--- config.mk ---
export PLATFORM = sky130hd
export DESIGN_NAME = ccu_top
export DESIGN_NICKNAME = d
export VERILOG_FILES = /design/src/rtl/ccu_pkg.sv /design/src/rtl/ccu_top.sv
export SDC_FILE = /design/constraint.sdc
export NUM_CORES = 1
export LEC_CHECK = 0
export ABC_AREA = 0
export BUFFER_PORTS_ARGS = -buffer_cell sky130_fd_sc_hd__buf_2
export CORE_MARGIN = 2
export CORE_UTILIZATION = 58
export DETAILED_ROUTE_END_ITERATION = 12
export PLACE_DENSITY = 0.8
export REMOVE_ABC_BUFFERS = 1
export SLEW_MARGIN = 25
export SYNTH_ARGS = -nofsm -noshare
export SYNTH_HDL_FRONTEND = slang
export SYNTH_SLANG_ARGS = --single-unit
--- constraint.sdc ---
create_clock -name clk -period 2.99 [get_ports clk]
set_input_delay 0.7475 -clock clk [delete_from_list [all_inputs] [get_ports clk]]
set_output_delay 0.7475 -clock clk [all_outputs]
set_load 0.05 [all_outputs]
--- src/rtl/ccu_pkg.sv ---
// ---------------------------------------------------------------
// Register map and field layout
// ---------------------------------------------------------------
package ccu_pkg;
    localparam logic [3:0] ADR_T3_LO = 4'h0;
    localparam logic [3:0] ADR_T3_HI = 4'h1;
    localparam logic [3:0] ADR_T3_CTL = 4'h2;
    localparam logic [3:0] ADR_UNIT_CTL = 4'h3;
    localparam logic [3:0] ADR_VAL_LO = 4'h4;
    localparam logic [3:0] ADR_VAL_HI = 4'h5;
    localparam logic [3:0] ADR_FLAGS = 4'h6;
    localparam logic [3:0] ADR_CAN_IO = 4'h7;
    localparam int T3C_RD16 = 7;
    localparam int T3C_TBS_HI = 6;
    localparam int T3C_PS_HI = 5;
    localparam int T3C_PS_LO = 4;
    localparam int T3C_TBS_LO = 3;
    localparam int T3C_CS = 1;
    localparam int T3C_ON = 0;
    localparam int UC_DUTY_HI = 5;
    localparam int UC_DUTY_LO = 4;
    localparam int UC_MODE_HI = 3;
    localparam int FLG_CAP = 0;
    localparam int FLG_OVF = 1;
    localparam int CANIO_CAP = 4;
    localparam logic [7:0] T3_CTL_RST = 8'h00;
    localparam logic [7:0] UNIT_CTL_RST = 8'h00;
    localparam logic [7:0] UNIT_CTL_MASK = 8'h3F;
    localparam logic [15:0] T3_CNT_RST = 16'h0000;
    localparam logic [15:0] VAL_RST = 16'h0000;
    localparam logic [3:0] M_OFF = 4'h0;
    localparam logic [3:0] M_CMP_TGL = 4'h2;
    localparam logic [3:0] M_CAP_CAN = 4'h3;
    localparam logic [3:0] M_CAP_FALL = 4'h4;
    localparam logic [3:0] M_CAP_RISE = 4'h5;
    localparam logic [3:0] M_CAP_R4 = 4'h6;
    localparam logic [3:0] M_CAP_R16 = 4'h7;
    localparam logic [3:0] M_CMP_HI = 4'h8;
    localparam logic [3:0] M_CMP_LO = 4'h9;
    localparam logic [3:0] M_CMP_SW = 4'hA;
    localparam logic [3:0] M_CMP_SET = 4'hB;
    localparam logic [1:0] PWM_TAG = 2'h3;
    localparam logic [3:0] PS4_MASK = 4'h3;
    localparam logic [3:0] PS16_MASK = 4'hF;
endpackage : ccu_pkg

--- src/rtl/ccu_top.sv ---
`timescale 1ns/1ps
module ccu_top (
    // Clock and reset
    input logic clk,
    input logic nrst,
    // Register port
    input logic [3:0] reg_addr,
    input logic [7:0] reg_wdata,
    input logic reg_wr,
    input logic reg_rd,
    output logic [7:0] reg_rdata,
    // Capture pin and its direction latch
    input logic capture_pin_in,
    output logic capture_pin_out,
    output logic capture_pin_oe_n,
    input logic port_direction,
    // Primary and secondary timers
    input logic [15:0] primary_timer_value,
    output logic primary_timer_reset,
    input logic secondary_ext_clk,
    output logic [15:0] secondary_timer_value,
    output logic secondary_overflow_flag,
    output logic enh_time_base_secondary,
    // Third timer, shared PWM time base
    input logic [7:0] third_timer_count,
    input logic [1:0] third_timer_sub,
    input logic third_timer_period,
    // CAN controller, converter, flag
    input logic can_msg_received,
    input logic adc_enabled,
    output logic adc_start,
    output logic capture_irq_flag
);
    logic [7:0] t3_ctl_r;
    logic [7:0] ucon_r;
    logic [7:0] val_lo_r;
    logic [7:0] val_hi_r;
    logic [7:0] t3_hbuf_r;
    logic [7:0] rdata_r;
    logic [7:0] rd_nxt;
    logic [15:0] t3_cnt_r;
    logic [2:0] t3_ps_r;
    logic [2:0] ps_lim;
    logic [9:0] duty_r;
    logic [9:0] duty_nxt;
    logic [3:0] psc_r;
    logic [3:0] mode;
    logic [3:0] mode_d_r;
    logic [1:0] pin_sync_r;
    logic [1:0] ext_sync_r;
    logic [15:0] tb;
    logic ext_d_r, src_d_r, can_d_r, match_d_r;
    logic out_r, oe_n_r, flag_r, ovf_r, can_en_r;
    logic prim_rst_r, adc_r;
    logic is_cap, is_cmp, is_pwm, use_sec, rd16;
    logic wr_lo, wr_hi, t3_wr, t3_src, t3_tick;
    logic src, rise, fall, can_rise, cap_ev;
    logic match, cmp_hit, set_fire, sec_reset;

    // ---------------------------------------------------------------
    // Decode
    // ---------------------------------------------------------------
    assign mode = ucon_r[ccu_pkg::UC_MODE_HI:0];
    assign is_pwm = mode[3:2] == ccu_pkg::PWM_TAG;
    assign is_cap = (mode >= ccu_pkg::M_CAP_CAN)
        && (mode <= ccu_pkg::M_CAP_R16);
    assign is_cmp = (mode == ccu_pkg::M_CMP_TGL)
        || ((mode >= ccu_pkg::M_CMP_HI) && !is_pwm);
    // Only the high select bit picks the time base; both bits drive enh_time_base_secondary
    assign use_sec = t3_ctl_r[ccu_pkg::T3C_TBS_HI];
    assign enh_time_base_secondary = t3_ctl_r[ccu_pkg::T3C_TBS_HI]
        | t3_ctl_r[ccu_pkg::T3C_TBS_LO];
    assign tb = use_sec ? t3_cnt_r : primary_timer_value;
    assign rd16 = t3_ctl_r[ccu_pkg::T3C_RD16];
    assign wr_lo = reg_wr && (reg_addr == ccu_pkg::ADR_T3_LO);
    assign wr_hi = reg_wr && (reg_addr == ccu_pkg::ADR_T3_HI);
    assign t3_wr = wr_lo || (wr_hi && !rd16);

    // ---------------------------------------------------------------
    // Synchronisers
    // ---------------------------------------------------------------
    // Second stage only feeds logic; first stage is never looked at
    always_ff @(posedge clk or negedge nrst) begin
        if (!nrst) begin
            pin_sync_r <= 2'h0;
            ext_sync_r <= 2'h0;
            ext_d_r <= 1'h0;
            src_d_r <= 1'h0;
            can_d_r <= 1'h0;
        end else begin
            pin_sync_r <= {pin_sync_r[0], capture_pin_in};
            ext_sync_r <= {ext_sync_r[0], secondary_ext_clk};
            ext_d_r <= ext_sync_r[1];
            src_d_r <= src;
            can_d_r <= can_msg_received;
        end
    end

    // ---------------------------------------------------------------
    // Register writes
    // ---------------------------------------------------------------
    always_ff @(posedge clk or negedge nrst) begin
        if (!nrst) begin
            t3_ctl_r <= ccu_pkg::T3_CTL_RST;
            ucon_r <= ccu_pkg::UNIT_CTL_RST;
            can_en_r <= 1'h0;
        end else if (reg_wr) begin
            if (reg_addr == ccu_pkg::ADR_T3_CTL) begin
                t3_ctl_r <= reg_wdata;
            end else if (reg_addr == ccu_pkg::ADR_UNIT_CTL) begin
                ucon_r <= reg_wdata & ccu_pkg::UNIT_CTL_MASK;
            end else if (reg_addr == ccu_pkg::ADR_CAN_IO) begin
                can_en_r <= reg_wdata[ccu_pkg::CANIO_CAP];
            end
        end
    end

    // Capture beats a same-cycle software write to the pair
    always_ff @(posedge clk or negedge nrst) begin
        if (!nrst) begin
            {val_hi_r, val_lo_r} <= ccu_pkg::VAL_RST;
        end else if (cap_ev) begin
            {val_hi_r, val_lo_r} <= tb;
        end else if (reg_wr && (reg_addr == ccu_pkg::ADR_VAL_LO)) begin
            val_lo_r <= reg_wdata;
        end else if (reg_wr && (reg_addr == ccu_pkg::ADR_VAL_HI)) begin
            val_hi_r <= reg_wdata;
        end
    end

    // ---------------------------------------------------------------
    // Secondary timer
    // ---------------------------------------------------------------
    assign ps_lim = 3'((4'h1 << t3_ctl_r[ccu_pkg::T3C_PS_HI:
        ccu_pkg::T3C_PS_LO]) - 4'h1);
    assign t3_src = t3_ctl_r[ccu_pkg::T3C_CS]
        ? (ext_sync_r[1] && !ext_d_r) : 1'h1;
    assign t3_tick = t3_ctl_r[ccu_pkg::T3C_ON] && t3_src
        && (t3_ps_r == ps_lim);
    assign sec_reset = set_fire && use_sec;

    always_ff @(posedge clk or negedge nrst) begin
        if (!nrst) begin
            t3_ps_r <= 3'h0;
        end else if (t3_wr || (t3_ctl_r[ccu_pkg::T3C_ON] && t3_tick)) begin
            t3_ps_r <= 3'h0;
        end else if (t3_ctl_r[ccu_pkg::T3C_ON] && t3_src) begin
            t3_ps_r <= t3_ps_r + 3'h1;
        end
    end

    always_ff @(posedge clk or negedge nrst) begin
        if (!nrst) begin
            t3_cnt_r <= ccu_pkg::T3_CNT_RST;
        end else if (wr_lo) begin
            t3_cnt_r[7:0] <= reg_wdata;
            if (rd16) begin
                t3_cnt_r[15:8] <= t3_hbuf_r;
            end
        end else if (wr_hi && !rd16) begin
            t3_cnt_r[15:8] <= reg_wdata;
        end else if (sec_reset) begin
            t3_cnt_r <= ccu_pkg::T3_CNT_RST;
        end else if (t3_tick) begin
            t3_cnt_r <= t3_cnt_r + 16'h1;
        end
    end

    // High byte buffer gives a coherent 16-bit read or write
    always_ff @(posedge clk or negedge nrst) begin
        if (!nrst) begin
            t3_hbuf_r <= 8'h00;
        end else if (reg_rd && (reg_addr == ccu_pkg::ADR_T3_LO)) begin
            t3_hbuf_r <= t3_cnt_r[15:8];
        end else if (wr_hi && rd16) begin
            t3_hbuf_r <= reg_wdata;
        end
    end

    // Overflow only from counting; a trigger reset never sets it
    always_ff @(posedge clk or negedge nrst) begin
        if (!nrst) begin
            ovf_r <= 1'h0;
        end else if (t3_tick && !t3_wr && !sec_reset
            && (t3_cnt_r == 16'hFFFF)) begin
            ovf_r <= 1'h1;
        end else if (reg_wr && (reg_addr == ccu_pkg::ADR_FLAGS)
            && reg_wdata[ccu_pkg::FLG_OVF]) begin
            ovf_r <= 1'h0;
        end
    end

    // ---------------------------------------------------------------
    // Capture
    // ---------------------------------------------------------------
    assign src = can_en_r ? can_msg_received : pin_sync_r[1];
    assign rise = src && !src_d_r;
    assign fall = !src && src_d_r;
    assign can_rise = can_msg_received && !can_d_r;

    // Prescaler holds across prescale changes; only leaving capture clears
    always_ff @(posedge clk or negedge nrst) begin
        if (!nrst) begin
            psc_r <= 4'h0;
        end else if (!is_cap) begin
            psc_r <= 4'h0;
        end else if (rise) begin
            psc_r <= psc_r + 4'h1;
        end
    end

    always_comb begin
        cap_ev = 1'h0;
        case (mode)
            ccu_pkg::M_CAP_CAN: cap_ev = can_rise;
            ccu_pkg::M_CAP_FALL: cap_ev = fall;
            ccu_pkg::M_CAP_RISE: cap_ev = rise;
            ccu_pkg::M_CAP_R4: cap_ev = rise
                && ((psc_r & ccu_pkg::PS4_MASK) == ccu_pkg::PS4_MASK);
            ccu_pkg::M_CAP_R16: cap_ev = rise
                && (psc_r == ccu_pkg::PS16_MASK);
            default: cap_ev = 1'h0;
        endcase
    end

    // ---------------------------------------------------------------
    // Compare
    // ---------------------------------------------------------------
    // Edge of the match, so a prescaled timer resting on the value
    // fires once, not on every clock
    assign match = {val_hi_r, val_lo_r} == tb;
    assign cmp_hit = is_cmp && match && !match_d_r;
    assign set_fire = cmp_hit && (mode == ccu_pkg::M_CMP_SET);

    always_ff @(posedge clk or negedge nrst) begin
        if (!nrst) begin
            match_d_r <= 1'h0;
            mode_d_r <= ccu_pkg::M_OFF;
            prim_rst_r <= 1'h0;
            adc_r <= 1'h0;
        end else begin
            match_d_r <= match;
            mode_d_r <= mode;
            prim_rst_r <= set_fire && !use_sec;
            adc_r <= set_fire && adc_enabled;
        end
    end

    // ---------------------------------------------------------------
    // Pin output latch, compare and PWM
    // ---------------------------------------------------------------
    assign duty_nxt = {val_lo_r,
        ucon_r[ccu_pkg::UC_DUTY_HI:ccu_pkg::UC_DUTY_LO]};

    always_ff @(posedge clk or negedge nrst) begin
        if (!nrst) begin
            duty_r <= 10'h000;
        end else if (is_pwm && third_timer_period) begin
            duty_r <= duty_nxt;
        end
    end

    always_ff @(posedge clk or negedge nrst) begin
        if (!nrst) begin
            out_r <= 1'h0;
        end else if (mode == ccu_pkg::M_OFF) begin
            out_r <= 1'h0;
        end else if (is_pwm) begin
            if (third_timer_period) begin
                out_r <= duty_nxt != 10'h000;
            end else if ({third_timer_count, third_timer_sub} == duty_r) begin
                out_r <= 1'h0;
            end
        end else if ((mode != mode_d_r) && (mode == ccu_pkg::M_CMP_HI)) begin
            out_r <= 1'h0;
        end else if ((mode != mode_d_r) && (mode == ccu_pkg::M_CMP_LO)) begin
            out_r <= 1'h1;
        end else if (cmp_hit && (mode == ccu_pkg::M_CMP_TGL)) begin
            out_r <= !out_r;
        end else if (cmp_hit && (mode == ccu_pkg::M_CMP_HI)) begin
            out_r <= 1'h1;
        end else if (cmp_hit && (mode == ccu_pkg::M_CMP_LO)) begin
            out_r <= 1'h0;
        end
    end

    // Any compare match or capture raises the flag; set beats clear
    always_ff @(posedge clk or negedge nrst) begin
        if (!nrst) begin
            flag_r <= 1'h0;
            oe_n_r <= 1'h1;
        end else begin
            oe_n_r <= port_direction;
            if (cap_ev || cmp_hit) begin
                flag_r <= 1'h1;
            end else if (reg_wr && (reg_addr == ccu_pkg::ADR_FLAGS)
                && reg_wdata[ccu_pkg::FLG_CAP]) begin
                flag_r <= 1'h0;
            end
        end
    end

    // ---------------------------------------------------------------
    // Read port
    // ---------------------------------------------------------------
    always_comb begin
        rd_nxt = 8'h00;
        if (reg_addr == ccu_pkg::ADR_T3_LO) begin
            rd_nxt = t3_cnt_r[7:0];
        end else if (reg_addr == ccu_pkg::ADR_T3_HI) begin
            rd_nxt = rd16 ? t3_hbuf_r : t3_cnt_r[15:8];
        end else if (reg_addr == ccu_pkg::ADR_T3_CTL) begin
            rd_nxt = t3_ctl_r;
        end else if (reg_addr == ccu_pkg::ADR_UNIT_CTL) begin
            rd_nxt = ucon_r;
        end else if (reg_addr == ccu_pkg::ADR_VAL_LO) begin
            rd_nxt = val_lo_r;
        end else if (reg_addr == ccu_pkg::ADR_VAL_HI) begin
            rd_nxt = val_hi_r;
        end else if (reg_addr == ccu_pkg::ADR_FLAGS) begin
            rd_nxt[ccu_pkg::FLG_CAP] = flag_r;
            rd_nxt[ccu_pkg::FLG_OVF] = ovf_r;
        end else if (reg_addr == ccu_pkg::ADR_CAN_IO) begin
            rd_nxt[ccu_pkg::CANIO_CAP] = can_en_r;
        end
    end

    always_ff @(posedge clk or negedge nrst) begin
        if (!nrst) begin
            rdata_r <= 8'h00;
        end else begin
            rdata_r <= reg_rd ? rd_nxt : 8'h00;
        end
    end

    assign reg_rdata = rdata_r;
    assign capture_pin_out = out_r;
    assign capture_pin_oe_n = oe_n_r;
    assign secondary_timer_value = t3_cnt_r;
    assign secondary_overflow_flag = ovf_r;
    assign primary_timer_reset = prim_rst_r;
    assign adc_start = adc_r;
    assign capture_irq_flag = flag_r;
endmodule : ccu_top

==> results of run 1 <==
synth_stat cells (4+ instances only):
cell type	count	share of area [%]
a31oi_1	5	0.55
clkbuf_1	29	1.9
xor2_1	14	2.2
xnor2_1	24	3.7
nand3_1	14	1.2
nand2b_1	5	0.55
a211oi_1	4	0.53
a2111oi_0	4	0.62
and2_1	5	0.55
o21ai_0	31	2.7
nor4_1	11	1.2
a311oi_1	4	0.62
a21oi_1	21	1.8
o22ai_1	4	0.44
inv_1	18	1.2
and3_1	4	0.44
nor3_1	13	1.1
dfrtp_1	97	43
a22oi_1	13	1.7
nand2_1	58	3.8
nand4_1	10	1.1
o22a_1	5	0.77
mux2_2	29	5.7
a221oi_1	4	0.62
nor2_1	39	2.6
mux2i_1	59	10
worst paths after layout:
| path | start | to | slack [ns] | cells after the start |
|---|---|---|---|---|
| max in group asynchronous | nrst | capture_pin_oe_n | 1.92 | 2 |
| max reg2reg | t3_ctl_r[6] | capture_pin_out | 0.18 | 8 |
| min | ext_sync_r[0] | ext_sync_r[1] | 0.36 | 0 |
| min in group asynchronous | nrst | duty_r[6] | 0.37 | 1 |
| min reg2reg | ext_sync_r[0] | ext_sync_r[1] | 0.36 | 0 |
| max | t3_ctl_r[6] | capture_pin_out | 0.18 | 8 |
through the flow:
stage          hold WS [ns]  utilization (%)  setup TNS (ns)  cells
3_5_place_dp          0.343             65.7               0    788
6_report              0.363             68.1               0    804
4_1_cts               0.366             68.1               0    804
5_1_grt               0.359             68.1               0    804
3_3_place_gp          0.332             65.7               0    788
2_1_floorplan         0.331                -          -0.294    548
cell families (layout without fill, tap and decap cells):
| group | Yosys count | after routing | synth area share, % |
|---|---|---|---|
| multiplexers | 88 | 88 | 16.1 |
| flip-flops | 98 | 98 | 43.2 |
| buffers and inverters | 54 | 141 | 3.90 |
| AND/OR/NAND/NOR | 179 | 179 | 15.2 |
| XOR/XNOR | 38 | 38 | 5.86 |
| adder cells (fa/ha/maj) | 3 | 3 | 0.661 |
| AO/OA/AOI/OAI | 124 | 124 | 15.1 |
where the power goes:
part	internal (mW)	switching, mW
sequential	1.69	0.490
combinational	0.775	1.07
clock	0.420	0.554
total	2.88	2.12
area by class of cell:
| cell class | instances | area, um2 |
|---|---|---|
| clock inverters | 7 | 108 |
| repair buffers | 107 | 636 |
| flip-flops and latches | 98 | 2450 |
| inverters | 18 | 67.6 |
| well taps | 133 | 166 |
| multi-input cells | 432 | 3010 |
| clock buffers | 9 | 124 |
| fillers | 782 | 3070 |
sequential cells by signal, summed over array words and instances (netlist names), 2 cells and up:
signal / flops
secondary_timer_value: 16
duty_r: 10
reg_rdata: 8
t3_ctl_r: 8
t3_hbuf_r: 8
val_hi_r: 8
val_lo_r: 8
ucon_r: 6
mode_d_r: 4
psc_r: 4
t3_ps_r: 3
ext_sync_r: 2
pin_sync_r: 2
metal layers:
layer / track usage [%] / routed length, um
met5: 0 / 0
met4: 15.1 / 790
met3: 6.98 / 1380
met2: 51.0 / 7770
met1: 47.3 / 7480
==> impl_metrics.py, run 1 <==
metrics = {
    "global_routing": {
        "overflow": 0,
        "grtUsageTotal_pct": 33.8,
        "grt_pass1_vias": 4855,
        "grt_max_degree": 48,
        "antenna_found_initial": 0,
        "grt_pass1_wl_um": 26500,
    },
    "critical_path": {
        "crit_path_max_fanout": 8,
        "path_cells": "buf_4 -> mux2i_1 -> xnor2_1 -> nor4_1 -> nand4_1 -> or4_1 -> nor2_1 -> o221ai_1",
        "crit_type": "register to register",
        "max_stage_delay_ns": 0.63,
        "timing.critical_path.buf_inv": 1,
        "cp_top_family": "simple AND/OR/NAND/NOR gates",
        "cp.required_ns": 3.25,
        "worst_path_max_delay_cell": "or4_1",
        "cp-start-kind": "register",
        "worst_setup_path_end_kind": "register",
        "critPathArrivalTime_ns": 3.07,
    },
    "layout": {
        "syn_to_final_growth_pct": 15.6,
        "final_cell_mix": "dfrtp_1 (97), buf_2 (77), mux2i_1 (59), nand2_1 (58), nor2_1 (39)",
        "mostFrequentLayoutCell": "dfrtp_1",
        "nets": 717,
        "fin_area_mm2": 0.00657,
        "layout-drive-gt1-share_pct": 24.0,
        "diodes": 0,
    },
    "pwr": {
        "ir_drop_mv": 0.371,
        "power.density_mw_per_mm2": 762,
        "p_leak_nw": 3.21,
        "finalPower_mw": 5.00,
    },
    "routing": {
        "wire_per_inst_um": 21.7,
        "routed_wl_um": 17400,
        "route.antenna.remaining_nets": 0,
        "drt_pass1_iterations": 5,
        "drt-vias-per-instance": 6.44,
        "dr.first_iter.drc_count": 427,
        "vias": 5177,
        "drc": 0,
    },
    "logic_synthesis": {
        "synth_edf_count": 0,
        "avgSynthCellArea_um2": 9.73,
        "ys_seq_elements": 98,
        "synth_ff_type": "dfrtp_1",
        "async_flop_share_pct": 100,
        "synth_area_mm2": 0.00568,
        "ys_warn_count": 0,
        "yosysSeqAreaShare_pct": 43.2,
        "synthCells": 584,
        "synth.distinct_cells": 60,
    },
    "placement": {
        "io_buffer_count": 78,
        "dpl-instance-area_mm2": 0.00634,
        "place_congestion": 0.946,
        "dpl.hpwl_um": 12600,
        "dp_slack_ns": 0.0768,
    },
    "cts": {
        "htreeDepth": 3,
        "cts_resized": 0,
        "clk_latency_ns": 0.39,
        "postCtsSetupBuffers": 0,
        "numCtsBuffers": 9,
        "clockBufferDepth": 2,
        "cts.reportedPaths.clkPinSlew_ns": 0.12,
        "cts_num_sinks": 98,
        "ctsRootBufferMaster": "clkbuf_8",
        "cts_hold_buf": 0,
        "cts_tree": "built",
    },
    "sta": {
        "period_needed_ns": 2.81,
        "hold_viol_final": 0,
        "slew_violations": 0,
        "setup_viol": 0,
        "max_slew_margin_pct": 49.4,
        "fmax_ghz": 0.356,
        "layout_setup_ws_ns": 0.181,
        "post-route-period-util_pct": 94.0,
        "skew_ns": 0.0181,
        "rsz0062_at_grt": "false",
        "worst_pin_slew_ns": 0.740,
    },
    "floorplanning": {
        "die_h_um": 103,
        "start_util_pct": 58.9,
        "fp.coreArea_mm2": 0.00964,
        "die_width_um": 103,
        "rows": 36,
        "num_io_pins": 79,
        "die_area_mm2": 0.0106,
    },
    "outcome": {
        "status": "finished clean",
    },
    "min_path": {
        "hold_path.class": "register to register",
    },
    "job": {
        "cap_viol_max_count": 0,
    },
}
(Power assumes the default switching activity.)
==> run 2, diff against run 1 <==
- GPL_TIMING_DRIVEN: not set -> 0
==> run 2 against run 1 <==
Register-to-register slack worse by 0.06 ns. Worst hold slack worse by 0.099 ns. Via count is 3.4% lower. Combinational power is 6% lower. Non-clock buffer count is 18 lower. Count of clock-buffer cells in the layout is 1 higher. Cell area is 2.0% lower. Global-route usage is 1.7 points lower. Routed wire length is 5.7% lower. Die area stayed put.
==> impl_metrics.py, run 2 (synthesized netlist as in run 1, its figures left out) <==
metrics = {
    "outcome": {
        "status": "finished clean",
    },
    "layout": {
        "multi_input_area_mm2": 0.00303,
        "layout-drive-gt1-share_pct": 22.4,
        "fillers": 807,
        "diodes": 0,
        "post-route-util_pct": 66.8,
        "syn_to_final_growth_pct": 13.3,
        "final_cell_mix": "dfrtp_1 (96), buf_2 (78), mux2i_1 (59), nand2_1 (58), nor2_1 (39)",
        "largest_register_ffs": 16,
        "fin_cells": 786,
        "seq_area_mm2": 0.00246,
        "nets": 699,
        "mostFrequentLayoutCell": "dfrtp_1",
    },
    "routing": {
        "vias": 5001,
        "routed_wl_um": 16400,
        "drc": 0,
        "drt_pass1_iterations": 5,
        "dr.first_iter.drc_count": 450,
        "wire_per_inst_um": 20.9,
        "route.antenna.remaining_nets": 0,
        "drt-vias-per-instance": 6.36,
    },
    "cts": {
        "clk_latency_ns": 0.38,
        "htreeDepth": 3,
        "cts_hold_buf": 0,
        "ctsRootBufferMaster": "clkbuf_8",
        "clockBufferDepth": 2,
        "numCtsBuffers": 9,
        "cts_tree": "built",
        "cts_num_sinks": 98,
        "cts.reportedPaths.clkPinSlew_ns": 0.10,
    },
    "global_routing": {
        "grt_max_degree": 59,
        "grtUsageTotal_pct": 32.0,
        "antenna_found_initial": 0,
        "grt_pass1_vias": 4638,
        "grt_pass1_wl_um": 25300,
        "overflow": 0,
    },
    "critical_path": {
        "critPathArrivalTime_ns": 3.13,
        "cp.required_ns": 3.25,
        "crit_path_max_fanout": 12,
        "worst_setup_path_end_kind": "register",
        "path_cells": "buf_4 -> mux2i_1 -> xnor2_1 -> nor4_1 -> nand4_1 -> buf_4 -> or2_1 -> a31oi_4 -> o221ai_1",
        "cp-start-kind": "register",
        "crit_top_cell": "buf_4",
        "worst_path_max_delay_cell": "dfrtp_4",
        "ff2ff_setup_slack_ns": 0.12,
        "reg2reg_from": "t3_ctl_r[6]",
        "crit_type": "register to register",
        "r2r_end": "secondary_timer_value[0]",
        "max_stage_delay_ns": 0.56,
        "r2r_cells": 9,
    },
    "floorplanning": {
        "die_area_mm2": 0.0106,
        "die_h_um": 103,
        "fp.coreArea_mm2": 0.00964,
        "start_util_pct": 58.9,
        "num_io_pins": 79,
        "rows": 36,
        "die_width_um": 103,
    },
    "sta": {
        "post-route-period-util_pct": 96.1,
        "period_needed_ns": 2.87,
        "setup_viol": 0,
        "fmax_ghz": 0.348,
        "skew_ns": 0.00927,
        "slew_violations": 0,
        "worst_pin_slew_ns": 0.885,
        "finalSetupTns_ns": 0,
        "hold_viol_final": 0,
        "max_slew_margin_pct": 40.5,
    },
    "pwr": {
        "ir_drop_mv": 0.355,
        "power.density_mw_per_mm2": 763,
        "p_leak_nw": 3.10,
    },
    "placement": {
        "placed_cells": 761,
        "dpl.hpwl_um": 11400,
        "place_congestion": 0.918,
        "io_buffer_count": 78,
    },
    "job": {
        "cap_viol_max_count": 0,
    },
    "min_path": {
        "hold_path.class": "input pin to async pin",
    },
}
-- run 2: changes by cell type in the layout (fill, tap and decap cells not counted), moves of 2 or more --
cell / before / now
buf_4: 28 / 8
clkinv_8: 3 / 0
clkinvlp_4: 0 / 3
buf_12: 2 / 0
buf_6: 0 / 2
inv_6: 2 / 0
-- run 2: area by class of cell --
cell class,instances,area share [%]
multi-input cells,432,47.0
flip-flops and latches,98,38.2
repair buffers,89,7.77
well taps,133,2.58
clock buffers,10,1.98
clock inverters,6,1.42
inverters,18,1.05
-- run 2: worst max-delay path by stage --
stage | depth (start not counted) | slack (ns) | from | end
global placement | 6 | -1.33 | reg_addr[0] | secondary_timer_value[11]
detailed placement | 7 | -0.49 | reg_addr[0] | secondary_timer_value[14]
finish | 9 | 0.12 | t3_ctl_r[6] | secondary_timer_value[0]
CTS | 7 | 0.006 | t3_ctl_r[6] | secondary_timer_value[2]
floorplan | 5 | -0.07 | reg_addr[0] | secondary_timer_value[14]
global route | 9 | -0.03 | t3_ctl_r[6] | secondary_timer_value[0]
-- run 2: stage by stage --
stage / power (mW) / setup slack [ns] / instance area [um2] / hold WS, ns
floorplan: 3.31 / -0.0731 / 5530 / 0.331
global placement: 3.82 / -1.33 / 6080 / 0.333
detailed placement: 3.90 / -0.494 / 6130 / 0.339
CTS: 4.86 / 0.00593 / 6370 / 0.274
global route: 5.17 / -0.0297 / 6440 / 0.274
finish: 4.91 / 0.117 / 6440 / 0.264
-- run 2: routing by layer --
metal | vias to the layer above | GRT usage, % | part of all wire, % | wire length, um
met2 | 243 | 48.4 | 45 | 7430
met3 | 49 | 6.92 | 7.7 | 1270
met5 | - | 0 | 0 | 0
li1 | 2254 | - | - | -
met4 | 0 | 11.2 | 3.3 | 545
met1 | 2455 | 46.0 | 44 | 7180
-- run 2: worst max-delay path, delay by kind of cell, from the launching register on --
kind | cells | cell delay (ns)
XOR/XNOR | 1 | 0.14
buffers and inverters | 2 | 0.36
AO/OA/AOI/OAI | 2 | 0.51
multiplexers | 1 | 0.39
AND/OR/NAND/NOR | 3 | 0.80
flip-flops | 1 | 0.56
-- run 2: report_power, final --
group | internal [mW] | total, mW | leakage [nW] | switching (mW)
clock | 0.473 | 0.960 | 0.0987 | 0.487
sequential | 1.69 | 2.23 | 1.21 | 0.537
combinational | 0.746 | 1.73 | 1.79 | 0.980
-- run 2: timing repair --
item | 4_1_cts | 5_1_grt
pin swaps | 1 | 1
gates resized for setup | 3 | 2
cloned | 0 | 0
buffers inserted | 1 | 8
endpoints found under the setup margin | 18 | 18
